### src/hw/sadc_pkg.sv
// Constants, field positions and types of the converter control block.
// Assumes a 16-bit register window reached by byte address on a 24-bit bus.
package sadc_pkg;
  localparam int          ADDR_W      = 24;
  localparam int          DATA_W      = 16;
  localparam logic [23:0] BASE_MM1    = 24'hFFF700;
  localparam logic [23:0] BASE_MM0    = 24'h7FF700;
  localparam logic [4:0]  IDX_MCR     = 5'h00;
  localparam logic [4:0]  IDX_TST     = 5'h01;
  localparam logic [4:0]  IDX_PORT    = 5'h03;
  localparam logic [4:0]  IDX_CTL0    = 5'h05;
  localparam logic [4:0]  IDX_CTL1    = 5'h06;
  localparam logic [4:0]  IDX_STAT    = 5'h07;
  localparam logic [1:0]  GRP_RRU     = 2'h1;
  localparam logic [1:0]  GRP_RLS     = 2'h2;
  localparam logic [1:0]  GRP_RLU     = 2'h3;
  localparam int          MCR_STOP    = 15;
  localparam int          MCR_FRZ_LO  = 13;
  localparam int          CTL0_TEN_BIT_RESOLUTION_BIT  = 7;
  localparam int          CTL0_STS_LO = 5;
  localparam int          CTL1_SCAN   = 6;
  localparam int          CTL1_MULT   = 5;
  localparam int          CTL1_S8CM   = 4;
  localparam int          STAT_SCF    = 15;
  localparam int          STAT_BUSY   = 11;
  localparam int          STAT_CDL_LO = 8;
  localparam logic [15:0] MCR_RST     = 16'h8000;
  localparam logic [15:0] CTL0_RST    = 16'h0003;
  localparam logic [15:0] CTL1_RST    = 16'h0000;
  localparam logic [5:0]  PH1_TICKS   = 6'h02;
  localparam logic [5:0]  PH2_TICKS   = 6'h02;
  localparam logic [5:0]  PH3_BASE    = 6'h04;
  localparam logic [3:0]  CH_VRH      = 4'hC;
  localparam logic [3:0]  CH_VRL      = 4'hD;
  localparam logic [3:0]  CH_VMID     = 4'hE;

  typedef enum logic [1:0] {
    FRZ_IGNORE = 2'b00,
    FRZ_RSVD   = 2'b01,
    FRZ_FINISH = 2'b10,
    FRZ_NOW    = 2'b11
  } sadc_frz_t;

  typedef enum logic [2:0] {
    S_IDLE  = 3'b000,
    S_SAMP1 = 3'b001,
    S_SAMP2 = 3'b010,
    S_SAMP3 = 3'b011,
    S_CONV  = 3'b100
  } sadc_state_t;
endpackage : sadc_pkg

### src/hw/sadc_top.sv
// Converter digital control: register window, sampling sequence, SAR.
// Assumes bus strobes and comparator output are synchronous to mclk.
`timescale 1ns/1ps

// Operation
// RULE1: Decode 32 sixteen-bit words above the base address.
// RULE2: Five control/status words, port word, 24 result words, two reserved.
// RULE3: Base address follows module map bit, normally FFF700.
// RULE4: Buffered registers update at once; control writes abort conversion.
// RULE5: Act as bus slave, terminate cycles, align internal signals.
// RULE6: Results readable in three data formats.
// RULE7: Halt bit idles converter; registers stay reachable.
// RULE8: Setting halt bit aborts a running conversion.
// RULE9: Halt bit set at reset; software clears it before use.
// RULE10: Software waits a recovery interval after clearing halt bit.
// RULE11: Debug response: 00 ignore, 10 finish then halt, 11 halt now.
// RULE12: Debug halt stops converter clock and sequence; registers stay valid.
// RULE13: After debug halt, resume at next step of sequence.
// RULE14: Four-bit channel code picks 16 sources; 0-7 are inputs 0-7.
// RULE15: Codes C, D, E pick high, low, mid reference; rest reserved.
// RULE16: First two converter clocks sample through capacitor to amplifier.
// RULE17: Next two clocks amplifier charges the array, capacitor disconnected.
// RULE18: Third phase charges array directly for sample-time length.
// RULE19: Decide one bit per step from comparator, MSB to LSB.
// RULE20: Resolution is 8 or 10 bits.
// RULE21: Analog pins read as input-only 8-bit port, no direction register.
// RULE22: Sample-time code gives 4, 8, 16 or 32 converter clocks.
// RULE23: Control zero write aborts and halts; control one write restarts.
// RULE24: Reserved debug code behaves as ignore.
module sadc_top
  import sadc_pkg::*;
(
  input  wire logic                      mclk,
  input  wire logic                      srst,
  input  wire logic [sadc_pkg::ADDR_W-1:0] bus_addr,
  input  wire logic [sadc_pkg::DATA_W-1:0] bus_wdata,
  input  wire logic                      bus_wr,
  input  wire logic                      bus_rd,
  output logic      [sadc_pkg::DATA_W-1:0] bus_rdata,
  output logic                           bus_ack,
  input  wire logic                      module_map_bit,
  input  wire logic                      debug_halt,
  input  wire logic                      comparator_high,
  input  wire logic [7:0]                digital_port_inputs,
  output logic      [7:0]                ext_sel,
  output logic                           ref_hi_sel,
  output logic                           ref_lo_sel,
  output logic                           ref_mid_sel,
  output logic                           samp_connect,
  output logic                           amp_charge,
  output logic                           direct_charge,
  output logic      [9:0]                dac_code,
  output logic                           analog_bias_en
);
  import sadc_pkg::*;

  function automatic logic [15:0] fmt(input logic [1:0] grp,
                                      input logic [9:0] v,
                                      input logic       r10);
    logic [15:0] o;
    o = 16'h0000;
    case (grp)
      GRP_RRU: o = r10 ? {6'h00, v} : {8'h00, v[9:2]};
      GRP_RLS: o = {~v[9], v[8:0], 6'h00};
      GRP_RLU: o = {v, 6'h00};
      default: o = 16'h0000;
    endcase
    return o;
  endfunction : fmt

  function automatic logic [11:0] chan_decode(input logic [3:0] c);
    logic [11:0] o;
    o = 12'h000;
    if (!c[3])
      o[c[2:0]] = 1'b1;
    else if (c == CH_VRH)
      o[8] = 1'b1;
    else if (c == CH_VRL)
      o[9] = 1'b1;
    else if (c == CH_VMID)
      o[10] = 1'b1;
    return o;
  endfunction : chan_decode

  logic [15:0] mcr_q;
  logic [15:0] tst_q;
  logic [15:0] ctl0_q;
  logic [15:0] ctl1_q;
  logic [9:0]  rslt_q [8];
  logic [7:0]  ccf_q;
  logic        scf_q;
  logic [15:0] rdata_q;
  logic        ack_q;
  sadc_state_t st_q;
  logic [5:0]  cnt_q;
  logic [2:0]  idx_q;
  logic [3:0]  bit_q;
  logic [9:0]  sar_q;
  logic [5:0]  pre_q;
  logic        tick;
  logic        step;
  logic        frozen;
  logic        hit;
  logic [4:0]  widx;
  logic        wr_hit;
  logic        rd_hit;
  logic        wr_ctl0;
  logic        wr_ctl1;
  logic        abort;
  logic        stop_rise;
  logic [23:0] base;
  logic [5:0]  ph3_len;
  logic [2:0]  last_idx;
  logic        r10;
  logic        conv_done;
  logic [3:0]  chan;
  logic [11:0] sel;
  logic [15:0] stat;
  sadc_frz_t   debug_halt_response;

  // Window decode
  assign base    = module_map_bit ? BASE_MM1 : BASE_MM0; // RULE3
  assign hit     = (bus_addr[23:6] == base[23:6]); // RULE1
  assign widx    = bus_addr[5:1];
  assign wr_hit  = bus_wr & hit;
  assign rd_hit  = bus_rd & hit;
  assign wr_ctl0 = wr_hit & (widx == IDX_CTL0);
  assign wr_ctl1 = wr_hit & (widx == IDX_CTL1);
  assign stop_rise = wr_hit & (widx == IDX_MCR) & bus_wdata[MCR_STOP]
                     & ~mcr_q[MCR_STOP];
  assign abort   = wr_ctl0 | wr_ctl1 | stop_rise; // RULE4 RULE8

  assign debug_halt_response     = sadc_frz_t'(mcr_q[MCR_FRZ_LO+1:MCR_FRZ_LO]);
  assign r10     = ctl0_q[CTL0_TEN_BIT_RESOLUTION_BIT]; // RULE20
  assign ph3_len = PH3_BASE << ctl0_q[CTL0_STS_LO+1:CTL0_STS_LO]; // RULE22
  assign last_idx = ctl1_q[CTL1_S8CM] ? 3'h7 : 3'h3;

  // Debug halt gating
  always_comb
  begin
    case (debug_halt_response)
      FRZ_NOW:    frozen = debug_halt; // RULE11
      FRZ_FINISH: frozen = debug_halt & ((st_q == S_IDLE) |
                           ((st_q == S_SAMP1) & (cnt_q == 6'h00))); // RULE11
      default:    frozen = 1'b0; // RULE24
    endcase
  end

  assign step = tick & ~frozen & ~mcr_q[MCR_STOP]; // RULE7 RULE12
  assign conv_done = step & (st_q == S_CONV) & (bit_q == 4'h0);

  // Converter clock prescaler
  always_ff @(posedge mclk)
  begin
    if (srst)
      pre_q <= 6'h00;
    else if (abort) // RULE16
      pre_q <= 6'h00;
    else if (mcr_q[MCR_STOP] | frozen) // RULE7 RULE12
      pre_q <= pre_q;
    else if (tick)
      pre_q <= 6'h00;
    else
      pre_q <= pre_q + 6'h01;
  end
  assign tick = (pre_q >= {(ctl0_q[4:0] == 5'h00) ? 5'h01 : ctl0_q[4:0],
                           1'b1});

  // Buffered registers
  always_ff @(posedge mclk)
  begin
    if (srst)
    begin
      mcr_q <= MCR_RST; // RULE9
      tst_q <= 16'h0000;
    end
    else if (wr_hit & (widx == IDX_MCR))
      mcr_q <= bus_wdata & 16'hE000; // RULE4
    else if (wr_hit & (widx == IDX_TST))
      tst_q <= bus_wdata;
  end

  always_ff @(posedge mclk)
  begin
    if (srst)
    begin
      ctl0_q <= CTL0_RST;
      ctl1_q <= CTL1_RST;
    end
    else if (wr_ctl0)
      ctl0_q <= bus_wdata & 16'h00FF;
    else if (wr_ctl1)
      ctl1_q <= bus_wdata & 16'h007F;
  end

  // Sequencer
  always_ff @(posedge mclk)
  begin
    if (srst)
    begin
      st_q  <= S_IDLE;
      cnt_q <= 6'h00;
      idx_q <= 3'h0;
    end
    else if (abort)
    begin
      st_q  <= (wr_ctl1 & ~mcr_q[MCR_STOP]) ? S_SAMP1 : S_IDLE; // RULE23
      cnt_q <= 6'h00;
      idx_q <= 3'h0;
    end
    else if (mcr_q[MCR_STOP])
      st_q <= S_IDLE; // RULE7
    else if (step) // RULE13
    begin
      cnt_q <= cnt_q + 6'h01;
      case (st_q)
        S_SAMP1:
          if (cnt_q == PH1_TICKS - 6'h01) // RULE16
          begin
            st_q  <= S_SAMP2;
            cnt_q <= 6'h00;
          end
        S_SAMP2:
          if (cnt_q == PH2_TICKS - 6'h01) // RULE17
          begin
            st_q  <= S_SAMP3;
            cnt_q <= 6'h00;
          end
        S_SAMP3:
          if (cnt_q == ph3_len - 6'h01) // RULE18
          begin
            st_q  <= S_CONV;
            cnt_q <= 6'h00;
          end
        S_CONV:
          if (bit_q == 4'h0)
          begin
            cnt_q <= 6'h00;
            idx_q <= (idx_q == last_idx) ? 3'h0 : idx_q + 3'h1;
            if ((idx_q == last_idx) & ~ctl1_q[CTL1_SCAN])
              st_q <= S_IDLE;
            else
              st_q <= S_SAMP1;
          end
        default:
          cnt_q <= 6'h00;
      endcase
    end
  end

  // Approximation register
  always_ff @(posedge mclk)
  begin
    if (srst | abort)
    begin
      sar_q <= 10'h000;
      bit_q <= 4'h0;
    end
    else if (step & (st_q == S_SAMP3) & (cnt_q == ph3_len - 6'h01))
    begin
      bit_q <= r10 ? 4'h9 : 4'h7;
      sar_q <= r10 ? 10'h200 : 10'h080; // RULE19
    end
    else if (step & (st_q == S_CONV))
    begin
      sar_q[bit_q] <= comparator_high; // RULE19
      if (bit_q != 4'h0)
      begin
        sar_q[bit_q - 4'h1] <= 1'b1;
        bit_q <= bit_q - 4'h1;
      end
    end
  end

  // Result storage and flags
  always_ff @(posedge mclk)
  begin
    if (srst)
    begin
      for (int i = 0; i < 8; i++)
        rslt_q[i] <= 10'h000;
    end
    else if (conv_done & ~abort)
    begin
      if (r10)
        rslt_q[idx_q] <= {sar_q[9:1], comparator_high};
      else
        rslt_q[idx_q] <= {sar_q[7:1], comparator_high, 2'b00}; // RULE20
    end
  end

  always_ff @(posedge mclk)
  begin
    if (srst | abort)
    begin
      ccf_q <= 8'h00;
      scf_q <= 1'b0;
    end
    else if (conv_done)
    begin
      ccf_q[idx_q] <= 1'b1;
      if (idx_q == last_idx)
        scf_q <= 1'b1;
    end
  end

  assign stat = {scf_q, 3'b000, (st_q != S_IDLE), idx_q, ccf_q};

  // Read path, one cycle after the strobe
  always_ff @(posedge mclk)
  begin
    if (srst)
    begin
      rdata_q <= 16'h0000;
      ack_q   <= 1'b0;
    end
    else
    begin
      ack_q   <= wr_hit | rd_hit; // RULE5
      rdata_q <= 16'h0000;
      if (rd_hit)
      begin
        if (widx[4:3] != 2'b00)
          rdata_q <= fmt(widx[4:3], rslt_q[widx[2:0]], r10); // RULE6 RULE2
        else
          case (widx)
            IDX_MCR:  rdata_q <= mcr_q;
            IDX_TST:  rdata_q <= tst_q;
            IDX_PORT: rdata_q <= {8'h00, digital_port_inputs}; // RULE21
            IDX_CTL0: rdata_q <= ctl0_q;
            IDX_CTL1: rdata_q <= ctl1_q;
            IDX_STAT: rdata_q <= stat;
            default:  rdata_q <= 16'h0000; // RULE2
          endcase
      end
    end
  end

  assign bus_rdata = rdata_q;
  assign bus_ack   = ack_q;

  // Analog front end controls
  assign chan = ctl1_q[CTL1_MULT] ? ctl1_q[3:0] + {1'b0, idx_q} : ctl1_q[3:0];
  assign sel  = chan_decode(chan); // RULE14 RULE15
  assign ext_sel       = (st_q == S_IDLE) ? 8'h00 : sel[7:0];
  assign ref_hi_sel    = (st_q != S_IDLE) & sel[8];
  assign ref_lo_sel    = (st_q != S_IDLE) & sel[9];
  assign ref_mid_sel   = (st_q != S_IDLE) & sel[10];
  assign samp_connect  = (st_q == S_SAMP1); // RULE16
  assign amp_charge    = (st_q == S_SAMP2); // RULE17
  assign direct_charge = (st_q == S_SAMP3); // RULE18
  assign dac_code      = r10 ? sar_q : {sar_q[7:0], 2'b00}; // RULE20
  assign analog_bias_en = ~mcr_q[MCR_STOP]; // RULE10

  // Checks
  a_stop_at_reset: assert property (@(posedge mclk) // RULE9
    srst |=> mcr_q[MCR_STOP] && st_q == S_IDLE)
    else $error("halt bit not set after reset");

  a_stop_idles: assert property (@(posedge mclk) disable iff (srst) // RULE7
    mcr_q[MCR_STOP] && !wr_hit |=> st_q == S_IDLE && $stable(pre_q))
    else $error("converter active while halted");

  a_ctl0_halts: assert property (@(posedge mclk) disable iff (srst) // RULE23
    wr_ctl0 |=> st_q == S_IDLE && !scf_q && ccf_q == 8'h00)
    else $error("control zero write did not abort");

  a_ctl1_starts: assert property (@(posedge mclk) disable iff (srst) // RULE23
    wr_ctl1 && !mcr_q[MCR_STOP] |=> st_q == S_SAMP1 && cnt_q == 6'h00)
    else $error("control one write did not restart");

  a_freeze_holds: assert property (@(posedge mclk) disable iff (srst) // RULE12
    debug_halt && debug_halt_response == FRZ_NOW && !abort
      |=> $stable(st_q) && $stable(cnt_q) && $stable(sar_q))
    else $error("sequence moved while frozen");

  a_ignore_codes: assert property (@(posedge mclk) disable iff (srst) // RULE24
    debug_halt_response inside {FRZ_IGNORE, FRZ_RSVD} && tick && !mcr_q[MCR_STOP]
      |-> step)
    else $error("debug halt not ignored");

  a_phase_one: assert property (@(posedge mclk) disable iff (srst) // RULE16
    st_q == S_SAMP1 && step && cnt_q == 6'h01 && !abort |=> amp_charge)
    else $error("first sample phase length wrong");

  a_phase_three: assert property (@(posedge mclk) disable iff (srst) // RULE22
    direct_charge && step && !abort && cnt_q == ph3_len - 6'h01
      |=> st_q == S_CONV && sar_q == (r10 ? 10'h200 : 10'h080))
    else $error("third sample phase or msb start wrong");

  a_port_read: assert property (@(posedge mclk) disable iff (srst) // RULE21
    rd_hit && widx == IDX_PORT
      |=> bus_rdata == {8'h00, $past(digital_port_inputs)} && bus_ack)
    else $error("port read data wrong");

endmodule : sadc_top

### config.mk
export PLATFORM = sky130hd
export DESIGN_NAME = sadc_top
export DESIGN_NICKNAME = d
export VERILOG_FILES = /design/src/hw/sadc_pkg.sv /design/src/hw/sadc_top.sv
export SDC_FILE = /design/constraint.sdc
export NUM_CORES = 1
export LEC_CHECK = 0
export BUFFER_PORTS_ARGS = -buffer_cell sky130_fd_sc_hd__buf_2
export CAP_MARGIN = 20
export CORE_UTILIZATION = 50
export CTS_CLUSTER_DIAMETER = 150
export DETAILED_ROUTE_END_ITERATION = 8
export GPL_TIMING_DRIVEN = 0
export PLACE_DENSITY = 0.73
export SETUP_SLACK_MARGIN = 0.5
export SYNTH_ARGS = -nofsm -noshare
export SYNTH_HDL_FRONTEND = slang
export SYNTH_SLANG_ARGS = --single-unit
### constraint.sdc
create_clock -name mclk -period 3.1 [get_ports mclk]
set_input_delay 0.62 -clock mclk [delete_from_list [all_inputs] [get_ports mclk]]
set_output_delay 0.62 -clock mclk [all_outputs]
set_load 0.01 [all_outputs]
Word level (Yosys, flattened, before mapping)

Memory sizes are Yosys's and may differ from the RTL's.
Cells that the tools add are included.
W data, S select, Z words.

$add $sub $neg: 6
Magnitude comparators: 9
Equality and inequality tests: 25
Shift-type cells: 1
Multiplexer cells: 65
Bitwise gates (word level): 39
Reductions and logical operators: 27

Operators by type and width:

| kind                  | count |
|---|---|
| $pmux W16 S6          | 1 |
| $mux W10              | 8 |
| $pmux W16 S3          | 1 |
| $mux W3               | 11 |
| $mux W24              | 1 |
| $mux W6               | 4 |
| $and A1 B1 Y1         | 22 |
| $mux W1               | 21 |
| $mux W4               | 5 |
| $eq A18 B18 Y1        | 1 |
| $pmux W6 S3           | 1 |
| $mux W16              | 1 |
| $mux W8               | 2 |
| $eq A5 B3 Y1 const B  | 3 |
| $add A6 B1 Y6 const B | 2 |
| $eq A4 B4 Y1 const B  | 3 |
| $ne A4 B1 Y1 const B  | 3 |
| $pmux W3 S4           | 1 |
| $bwmux W10            | 1 |
| $logic_not A5 Y1      | 2 |
| $lt A4 B5 Y1 const B  | 2 |
| $or A10 B10 Y10       | 1 |
| $reduce_and A2 Y1     | 5 |
| $reduce_or A10 Y1     | 1 |
| other kinds (40)      | 69 |

Flip-flop bits (word level): 92
Bits in writable memories: 80
Bits of input ports: 55
Output and inout port bits: 42
Word-level logic and storage cells: 187
Memories kept: 1

Memories:

| memory | depth | width | rd ports | clocked after Yosys merged registers in | write ports | line           | source |
|---|---|---|---|---|---|---|---|
| rslt_q | 8     | 10    | 1        | 0                                       | 8           | sadc_top.sv:89 | `logic [9:0] rslt_q [8];` |

Longest topological paths before layout

Gate-level depths: netlist of the first run.

Word-level depth: 17
Mapped depth: 10
Mapped depth without buffers: 9

Worst setup path before layout of the first run

No wires, ideal clock.

Path type: input port to flip-flop
From: input port bus_addr[2] in the netlist's numbering
To: memory rslt_q[6][0], enable pin
Setup time: 0.340 ns
Data arrival time: 2.370 ns
Required time: 2.760 ns
Path slack: 0.390 ns
Stages on the path: 8
Buffers on the path: 2
Path through: buf_2 > xor2_1 > a32o_1 > a41o_1 > nor4_4 > buf_6 > nand3_4 > nand2_1

RTL lines:

| item               | line           | source |
|---|---|---|
| start: declaration | sadc_top.sv:35 | `input wire logic [sadc_pkg::ADDR_W-1:0] bus_addr,` |
| end: declaration   | sadc_top.sv:89 |  |

Final worst setup path of the first run

From: register ctl1_q[0]
To: output port ref_mid_sel

Word-level cells in the longest chain between the ends: 8
Elaborated cells between the ends (all ways): 10
Those cells by class: 1 x add/sub; 3 x eq/ne; 5 x mux; 1 x bitwise

Ends and longest elaborated chain:

| item                     | line            | source |
|---|---|---|
| start: declaration       | sadc_top.sv:88  | `logic [15:0] ctl1_q;` |
| start signal: assignment | sadc_top.sv:193 | `ctl1_q <= bus_wdata & 16'h007F;` |
| $add A4 B3 Y4            | sadc_top.sv:343 | `assign chan = ctl1_q[CTL1_MULT] ? ctl1_q[3:0] + {1'b0, idx_q} : ctl1_q[3:0];` |
| $mux W4 *                | sadc_top.sv:343 |  |
| $eq A4 B4 Y1             | sadc_top.sv:80  | `else if (c == CH_VMID)` |
| $mux W1                  | sadc_top.sv:80  |  |
| $mux W1                  | sadc_top.sv:78  | `else if (c == CH_VRL)` |
| $mux W2                  | sadc_top.sv:76  | `else if (c == CH_VRH)` |
| $mux W3 *                | sadc_top.sv:74  | `if (!c[3])` |
| $and A1 B1 Y1 *          | sadc_top.sv:348 | `assign ref_mid_sel = (st_q != S_IDLE) & sel[10];` |
| end: declaration         | sadc_top.sv:48  | `output logic ref_mid_sel,` |

Mark *: on every way between the ends. The rest lies on a longest branch, timed or not.

==> impl_metrics.py, run 1 <==
metrics = {
    "outcome": {
        "status": "complete, no violations",
    },
    "sta": {
        "final_max_slew_viol_count": 0,
        "whs_ns": 0.431,
        "fin_crit_ns": 2.85,
        "timing.final.crit_share": 0.919,
        "setup_viol_count_final": 0,
        "setup_ws_ns": 0.252,
        "tightest_slew_ns": 1.08,
        "hold_violations": 0,
        "maxSlewHeadroom": 0.276,
        "clock_skew_ns": 0.0109,
        "rsz0062_at_grt": "true",
        "fmax_ghz": 0.351,
    },
    "cts": {
        "hold_buffers": 0,
        "cts.clk_slew.worst_paths_ns": 0.07,
        "cts_sinks": 172,
        "numCtsBuffers": 17,
        "clock_path_buffers": 2,
        "clock_tree.root_cell": "clkbuf_16",
        "clkLatencyLatePin_ns": 0.43,
        "cts_tree": "yes",
        "h-tree-depth": 4,
    },
    "placement": {
        "gp_congestion": 0.950,
        "dp_slack_ns": -0.203,
        "dp_hpwl_um": 17400,
        "port_buffers": 92,
    },
    "synthesis": {
        "synth_edf_count": 80,
        "synthArstFlopShare": 0,
        "ys_ff_latch": 172,
        "synthSimpleGateAreaFrac": 0.201,
        "syn_nets": 961,
        "yosys_most_used_dff": "dfxtp_1",
        "synth_xor_area_frac": 0.0132,
        "synth_top_area_share": 0.278,
        "synthTopCellsByArea": "edfxtp_1 (28%), dfxtp_1 (21%), nor2_1 (6.3%), mux4_2 (5.2%), nand2_1 (4.7%)",
        "synth_warnings": 0,
        "ys_seq_area_frac": 0.491,
        "synth.distinct_cells": 69,
        "syn_inst": 886,
        "synthAdderAreaFrac": 0.0298,
        "synth_area_sq_mm": 0.00864,
        "synth_top_family_by_area": "simple AND/OR/NAND/NOR gates",
        "synthMuxAreaShare": 0.108,
        "synth_compound_area_frac": 0.118,
        "yosysTopAreaCell": "edfxtp_1",
        "syn_avg_cell_area_sq_um": 9.75,
    },
    "critical_path": {
        "end_kind": "output port",
        "max_stage_delay_ns": 0.37,
        "cp_data_arrival_time_ns": 2.23,
        "reg2reg_depth": 10,
        "slowest_stage": "dfxtp_2",
        "critPathRequiredTime_ns": 2.48,
        "reg2reg_slack_ns": 0.60,
        "path_cells": "ha_4, inv_2, fa_2, xnor2_2, mux2_4, nand2_4, nor3_4, buf_2",
        "reg2reg_from": "st_q[0]",
        "path_class": "reg -> out",
        "path_max_fanout": 3,
        "critPathLaunchType": "register",
        "regToRegEndpoint": "rslt_q[6][7]",
    },
    "global_routing": {
        "track_usage": 0.286,
        "grt_pass1_vias": 7057,
        "antenna_found_initial": 0,
        "grt_pass1_wl_um": 38800,
        "grt_max_degree": 17,
        "grt-ovfl-total": 0,
    },
    "route": {
        "drc": 0,
        "drt_iter0_drc": 773,
        "ant_nets": 0,
        "wire_per_inst_um": 20.1,
        "via_per_inst": 6.03,
        "via_count": 7584,
        "dr.pass1.iters": 5,
        "finalWirelength_um": 25300,
    },
    "layout": {
        "area_growth_pct": 24.4,
        "final_common_cell": "nor2_1",
        "drive_above_1_share": 0.276,
        "n_antenna_cell": 0,
        "mostFrequentLayoutCells": "nor2_1 (140), buf_2 (104), nand2_1 (97)",
        "n_fill_cell": 1307,
        "final_nets": 1099,
    },
    "floorplan": {
        "core_area_sq_mm": 0.0167,
        "ios": 97,
        "start_util": 0.517,
        "die_h_um": 133,
        "die_w_um": 133,
        "die-area_sq_mm": 0.0178,
        "rows": 47,
    },
    "min_path": {
        "hold_path_depth": 3,
        "min-delay-start": "bus_wdata[8]",
        "hold_path_end": "tst_q[8]",
        "min_path_type": "in -> reg",
    },
    "power": {
        "powerDensity_mw_per_mm2": 460,
        "ir_worst_vdd_mv": 0.393,
        "p_leak_nw": 4.02,
    },
    "run": {
        "maxCapViolCount": 0,
    },
}
## kinds of logic after synthesis
family / after synthesis
AO/OA/AOI/OAI: 162
XOR/XNOR: 13
adder cells (fa/ha/maj): 20
buffers and inverters: 79
flip-flops: 172
multiplexers: 67
AND/OR/NAND/NOR: 373
## Yosys cell counts, drive strengths merged, types with 3 or more instances
master    n
mux2      9
a221oi    8
nor2b     8
o31ai     3
nand3    28
dfxtp    92
nor3b     3
inv      33
nor4b     3
nor4      7
nand4b    5
mux2i    38
nand4     8
mux4     20
xor2      6
nand2b    3
nand3b    3
a222oi    8
ha       19
or3       5
clkbuf   27
buf      19
o21ai    29
xnor2     7
o211ai    3
a41oi     3
and2     10
nor3     21
edfxtp   80
a22oi     4
nand2   113
a31oi    10
nor2    147
a21oi    72
## layout make-up
cell class / instances / area (sq um) / area share
plain buffers: 46 / 249 / 0.0232
clock buffers: 17 / 425 / 0.0396
clock inverters: 15 / 188 / 0.0175
inverters: 33 / 124 / 0.0115
multi-input cells: 640 / 4530 / 0.421
flip-flops and latches: 172 / 4260 / 0.397
well taps: 220 / 275 / 0.0256
repair buffers: 114 / 696 / 0.0647
## metrics by stage
| stage | cell area [sq um] | power [W] | util | TNS [ns] | instances |
|---|---|---|---|---|---|
| floorplan | 8660 | 0.00264 | - | 0 | 886 |
| global placement | 9400 | 0.00274 | 0.563 | -6.07 | 1198 |
| detailed placement | 9400 | 0.00274 | 0.563 | -6.50 | 1198 |
| CTS | 10500 | 0.00494 | 0.630 | 0 | 1248 |
| global route | 10800 | 0.00505 | 0.644 | 0 | 1257 |
| finish | 10800 | 0.00495 | 0.644 | 0 | 1257 |
## worst max path at each step
stage	startpoint	end	slack, ns	cells past startpoint
floorplan	bus_addr[2]	rslt_q[4][0]	0.42	8
global placement	ctl0_q[4]	rslt_q[7][4]	-0.21	9
detailed placement	ctl0_q[3]	rslt_q[5][4]	-0.20	10
CTS	ctl1_q[0]	ref_hi_sel	0.30	7
global route	idx_q[1]	ext_sel[4]	0.19	9
finish	ctl1_q[0]	ref_mid_sel	0.25	8
## per-layer routing
metal / up-vias / wire length, um / track usage
met1: 3676 / 10600 / 0.392
met2: 381 / 12500 / 0.469
li1: 3498 / - / -
met3: 29 / 1930 / 0.0388
met5: - / 0 / 0
met4: 0 / 347 / 0.0972
## where the power goes
| group | total (W) | internal, W | switching, W |
|---|---|---|---|
| sequential | 0.00244 | 0.00242 | 0.0000169 |
| clock | 0.00224 | 0.00128 | 0.000952 |
| combinational | 0.000274 | 0.000113 | 0.000161 |
| total | 0.00495 | 0.00382 | 0.00113 |
## registers in the layout, indices dropped and copies added, names as in the netlist, 4 cells and up
register and flops:
bit_q 4, bus_rdata 16, ccf_q 8, cnt_q 6
ctl0_q 8, ctl1_q 7, pre_q 6, rslt_q 80
sar_q 10, tst_q 16
## what timing repair did
action | in CTS | in global routing
pin swaps | 14 | 14
setup buffers | 14 | 7
setup endpoints to repair | 191 | 148
hold endpoints to repair | 0 | 0
gates cloned | 4 | 2
resized for setup | 84 | 37
## critical path, delay by kind of cell, from the launching register on
kind                       cells  cell delay [ns]
xor gates and xnor gates       1             0.18
DFF                            1             0.37
buffers and inverters          2             0.21
and+or+nand+nor                2             0.30
adders and majority gates      2             0.51
muxes                          1             0.22
Power figures use the tool's default switching activity.
==> run 2, diff against run 1 <==
--- a/config.mk
+++ b/config.mk
@@ -12,7 +12,7 @@
 export DETAILED_ROUTE_END_ITERATION = 8
 export GPL_TIMING_DRIVEN = 0
 export PLACE_DENSITY = 0.73
-export SETUP_SLACK_MARGIN = 0.5
+export SETUP_SLACK_MARGIN = 0.05
 export SYNTH_ARGS = -nofsm -noshare
 export SYNTH_HDL_FRONTEND = slang
 export SYNTH_SLANG_ARGS = --single-unit
==> run 2 against run 1 <==
Die area stayed put. Clock power is 3% lower. Routed wire length is 7.1% lower. Critical path depth is 1 lower. Sequential power hardly changed. Worst hold slack better by 0.0050 ns. Final cell count is 2.1% lower. Via count is 3.3% lower. Clock skew is 0.0023 ns lower. Largest cell class is now flip-flops and latches. Largest power group unchanged. Highest routed layer unchanged.
==> impl_metrics.py, run 2 (synthesis gave the netlist of run 1 again) <==
metrics = {
    "run": {
        "maxCapViolCount": 0,
    },
    "floorplan": {
        "rows": 47,
        "start_util": 0.517,
        "die_h_um": 133,
        "ios": 97,
        "die_w_um": 133,
        "die-area_sq_mm": 0.0178,
        "core_area_sq_mm": 0.0167,
    },
    "power": {
        "power_w": 0.00488,
        "powerDensity_mw_per_mm2": 483,
        "ir_worst_vdd_mv": 0.406,
        "p_leak_nw": 3.73,
    },
    "cts": {
        "h-tree-depth": 4,
        "clock_tree.root_cell": "clkbuf_16",
        "clkLatencyLatePin_ns": 0.43,
        "cts_sinks": 172,
        "clock_path_buffers": 2,
        "hold_buffers": 0,
        "numCtsBuffers": 17,
        "cts.clk_slew.worst_paths_ns": 0.07,
        "cts_tree": "yes",
    },
    "layout": {
        "final_util": 0.605,
        "largest_reg_flops": 80,
        "drive_above_1_share": 0.214,
        "final_common_cell": "nor2_1",
        "design_area_sq_mm": 0.0101,
        "area_growth_pct": 17.0,
        "top_register": "rslt_q",
        "final_nets": 1073,
        "n_fill_cell": 1430,
        "n_antenna_cell": 0,
        "mostFrequentLayoutCells": "nor2_1 (146), buf_2 (105), nand2_1 (100)",
    },
    "route": {
        "wire_per_inst_um": 19.1,
        "ant_nets": 0,
        "via_count": 7332,
        "finalWirelength_um": 23500,
        "via_per_inst": 5.96,
        "dr.pass1.iters": 7,
        "drt_iter0_drc": 682,
        "drc": 0,
    },
    "sta": {
        "setup_viol_count_final": 0,
        "whs_ns": 0.436,
        "maxSlewHeadroom": 0.348,
        "setup_ws_ns": 0.149,
        "final_max_slew_viol_count": 0,
        "tightest_slew_ns": 0.951,
        "timing.final.crit_share": 0.952,
        "rsz0062_at_grt": "true",
        "clock_skew_ns": 0.00862,
        "fin_crit_ns": 2.95,
        "fmax_ghz": 0.339,
        "hold_violations": 0,
    },
    "global_routing": {
        "grt_max_degree": 17,
        "grt-ovfl-total": 0,
        "grt_pass1_wl_um": 37000,
        "track_usage": 0.271,
        "antenna_found_initial": 0,
        "grt_pass1_vias": 6910,
    },
    "critical_path": {
        "end_kind": "output port",
        "cp_data_arrival_time_ns": 2.33,
        "critPathRequiredTime_ns": 2.48,
        "reg2reg_from": "ctl0_q[4]",
        "reg2reg_depth": 9,
        "regToRegEndpoint": "rslt_q[7][7]",
        "path_class": "reg -> out",
        "reg2reg_slack_ns": 0.16,
        "critPathLaunchType": "register",
        "path_max_fanout": 4,
    },
    "outcome": {
        "status": "complete, no violations",
    },
    "min_path": {
        "hold_path_end": "tst_q[12]",
        "hold_path_depth": 3,
        "min-delay-start": "bus_wdata[12]",
        "min_path_type": "in -> reg",
    },
    "placement": {
        "port_buffers": 92,
        "dp_slack_ns": -0.160,
        "gp_congestion": 0.926,
        "dp_hpwl_um": 17200,
        "dpl_cell_area_sq_mm": 0.00938,
    },
}
run 2: final cells by class:
class                      instances  area (sq um)  share of cell area
buffer                            45           209              0.0207
clock buffer                      17           425              0.0421
clock inverter                    15           174              0.0172
inverter                          33           124              0.0123
multi-input combinational        635          4170               0.412
sequential                       172          4260               0.421
tap                              220           275              0.0272
timing repair buffer              94           473              0.0468
run 2: worst max-delay path by stage:
stage	start	end	slack, ns	depth (start not counted)
after floorplan	bus_addr[2]	rslt_q[6][0]	0.39	8
after global placement	ctl0_q[4]	rslt_q[6][4]	-0.17	10
after detailed placement	bus_addr[2]	rslt_q[4][4]	-0.16	8
after CTS	idx_q[0]	ref_lo_sel	0.05	8
after global routing	ctl0_q[4]	rslt_q[5][7]	0.04	10
final	idx_q[0]	ref_lo_sel	0.15	7
run 2: what timing repair did:
item / CTS / global route
setup endpoints to repair: 92 / 53
setup buffers: 0 / 1
pin swaps: 0 / 3
gates resized for setup: 19 / 17
run 2: critical path, stage by stage (launching register included):
cell and delay, ns:
dfxtp_4 0.37, ha_1 0.17, inv_1 0.06, fa_2 0.53, a21o_1 0.15, nand2_2 0.11
nor4_4 0.32, buf_2 0.19
run 2: layer usage:
metal / up-vias / wire [um] / GRT usage
li1: 3421 / - / -
met1: 3529 / 10100 / 0.368
met2: 346 / 11400 / 0.445
met3: 36 / 1680 / 0.0449
met4: 0 / 370 / 0.0833
met5: - / 0 / 0
run 2: per-stage QoR:
stage / cells / TNS (ns)
5_1_grt: 1231 / 0
2_1_floorplan: 886 / 0
3_3_place_gp: 1198 / -8.43
6_report: 1231 / 0
4_1_cts: 1229 / 0
3_5_place_dp: 1198 / -8.60
run 2: report_power, final:
| part | internal, W | switching, W | leakage [nW] |
|---|---|---|---|
| Combinational | 0.000106 | 0.000154 | 1.93 |
| Sequential | 0.00242 | 0.0000162 | 1.50 |
| Clock | 0.00124 | 0.000939 | 0.304 |
==> run 3, diff against run 2 <==
--- a/config.mk
+++ b/config.mk
@@ -7,11 +7,13 @@
 export LEC_CHECK = 0
 export BUFFER_PORTS_ARGS = -buffer_cell sky130_fd_sc_hd__buf_2
 export CAP_MARGIN = 20
-export CORE_UTILIZATION = 50
+export CELL_PAD_IN_SITES_DETAIL_PLACEMENT = 0
+export CELL_PAD_IN_SITES_GLOBAL_PLACEMENT = 1
+export CORE_UTILIZATION = 46
 export CTS_CLUSTER_DIAMETER = 150
 export DETAILED_ROUTE_END_ITERATION = 8
 export GPL_TIMING_DRIVEN = 0
-export PLACE_DENSITY = 0.73
+export PLACE_DENSITY = 0.83
 export SETUP_SLACK_MARGIN = 0.05
 export SYNTH_ARGS = -nofsm -noshare
 export SYNTH_HDL_FRONTEND = slang
==> run 3 against run 2 <==
The flow now finishes with violations (design-rule violations). Non-clock buffer count rose by 1. Worst hold slack got worse by 0.013 ns. Count of clock-buffer cells in the layout rose by 1. Sequential cell count did not move. Clock power fell by 3%. Die area rose by 8.6%.
==> impl_metrics.py, run 3 (synthesis gave the netlist of run 1 again) <==
metrics = {
    "layout": {
        "n_antenna_cell": 0,
        "n_fill_cell": 1625,
        "instances_no_fill": 1241,
        "final_common_cell": "nor2_1",
        "top_register": "rslt_q",
        "area_growth_pct": 16.6,
        "final_util": 0.553,
        "multiInputGateArea_sq_mm": 0.00413,
        "ff_latch_area_sq_mm": 0.00425,
        "drive_above_1_share": 0.209,
        "mostFrequentLayoutCells": "nor2_1 (146), buf_2 (105), nand2_1 (101)",
        "largest_reg_flops": 80,
        "final_nets": 1074,
    },
    "sta": {
        "timing.final.crit_share": 0.937,
        "maxSlewHeadroom": 0.274,
        "hold_violations": 0,
        "clock_skew_ns": 0.0153,
        "final_max_slew_viol_count": 0,
        "fmax_ghz": 0.344,
        "setup_viol_count_final": 0,
        "whs_ns": 0.423,
        "rsz0062_at_grt": "false",
        "tightest_slew_ns": 1.06,
        "fin_crit_ns": 2.90,
    },
    "global_routing": {
        "antenna_found_initial": 0,
        "grt_pass1_wl_um": 37400,
        "grt_max_degree": 19,
        "grt-ovfl-total": 0,
        "grt_pass1_vias": 6791,
        "track_usage": 0.252,
    },
    "floorplan": {
        "core_area_sq_mm": 0.0182,
        "die_h_um": 139,
        "die-area_sq_mm": 0.0193,
        "rows": 49,
        "ios": 97,
        "start_util": 0.475,
        "die_w_um": 139,
    },
    "route": {
        "ant_nets": 0,
        "drc": 6,
        "dr.pass1.iters": 8,
        "routedLengthMet1_um": 10700,
        "via_per_inst": 5.74,
        "top_layer": "met4",
        "via_count": 7118,
        "dr_wl_met3_um": 1410,
        "wire_per_inst_um": 19.0,
        "dr_wl_met2_um": 11000,
        "drt_iter0_drc": 682,
        "finalWirelength_um": 23500,
    },
    "placement": {
        "gp_congestion": 0.863,
        "port_buffers": 92,
        "dp_hpwl_um": 17700,
        "dp.cells": 1207,
    },
    "cts": {
        "clkLatencyLatePin_ns": 0.43,
        "clock_tree.root_cell": "clkbuf_16",
        "numCtsBuffers": 17,
        "h-tree-depth": 4,
        "hold_buffers": 0,
        "cts_sinks": 172,
        "clock_path_buffers": 2,
        "cts_tree": "yes",
        "cts.clk_slew.worst_paths_ns": 0.08,
    },
    "power": {
        "ir_worst_vdd_mv": 0.418,
        "p_comb_frac": 0.054,
        "swShare": 0.243,
        "p_switching_w": 0.00117,
        "p_int_w": 0.00365,
        "powerDensity_mw_per_mm2": 478,
        "p_leak_nw": 3.70,
        "pwr-share-clk": 0.441,
        "seq_power_share": 0.505,
    },
    "critical_path": {
        "path_class": "reg -> out",
        "reg2reg_slack_ns": 0.27,
        "path_cells": "ha_1, a21oi_1, nor2b_1, o21ai_1, xor2_1, nand3_1, nor2_1, buf_2",
        "end_kind": "output port",
        "critPathRequiredTime_ns": 2.48,
        "critPathLaunchType": "register",
        "cp_data_arrival_time_ns": 2.28,
        "slowest_stage": "dfxtp_4",
        "path_max_fanout": 7,
        "reg2reg_depth": 9,
        "max_stage_delay_ns": 0.39,
    },
    "min_path": {
        "hold_path_depth": 3,
        "min_path_type": "in -> reg",
    },
    "outcome": {
        "violations": "design-rule violations",
        "status": "complete, but fails checks",
    },
    "run": {
        "maxCapViolCount": 0,
    },
}
[run 3: cell count changes in the layout (fill, tap and decap cells not counted), sizes merged]
cell    delta
bufinv     -3
inv        +2
buf        +1
clkbuf     +1
[run 3: final timing paths]
check	startpoint	end
max	idx_q[1]	ext_sel[6]
min	bus_wdata[9]	tst_q[9]
max reg2reg	ctl0_q[4]	rslt_q[7][5]
min reg2reg	tst_q[5]	tst_q[5]
[run 3: power groups by stage]
stage | sequential [W] | combinational (W) | clock, W
final | 0.00244 | 0.000259 | 0.00212
after global routing | 0.00244 | 0.000280 | 0.00224
after CTS | 0.00244 | 0.000257 | 0.00215
after floorplan | 0.00248 | 0.000157 | 0
after detailed placement | 0.00249 | 0.000254 | 0
after global placement | 0.00248 | 0.000252 | 0
[run 3: area by class of cell]
cell class	instances	area share
repair buffers	95	0.0477
well taps	229	0.0284
clock buffers	18	0.0447
clock inverters	14	0.0139
flip-flops and latches	172	0.422
multi-input cells	635	0.410
inverters	33	0.0123
plain buffers	45	0.0207
[run 3: metrics by stage]
| step | total power (W) | area, sq um | worst slack (ns) | setup TNS (ns) |
|---|---|---|---|---|
| detailed placement | 0.00274 | 9390 | -0.244 | -13.76 |
| finish | 0.00482 | 10100 | 0.196 | 0 |
| CTS | 0.00484 | 10000 | 0.115 | 0 |
| global placement | 0.00274 | 9390 | -0.237 | -13.19 |
| floorplan | 0.00264 | 8640 | 0.390 | 0 |
| global route | 0.00496 | 10100 | 0.0310 | 0 |
[run 3: metal layers]
layer,vias up,GRT usage
met1,3429,0.353
met4,0,0.0690
met5,-,0
met3,26,0.0404
li1,3432,-
met2,231,0.406
[run 3: repair_timing]
action | in CTS | in global routing
gates resized for setup | 17 | 13
pin swaps | 0 | 1
gates cloned | 0 | 0
endpoints found under the setup margin | 97 | 70
buffers inserted | 0 | 2
[run 3: worst max-delay path, delay by kind of cell, from the launching register on]
kind	cells	cell delay, ns
compound gates	2	0.31
xor+xnor	1	0.33
buf+inv	1	0.15
simple gates	3	0.40
flops	1	0.39
fa+ha+maj	1	0.28
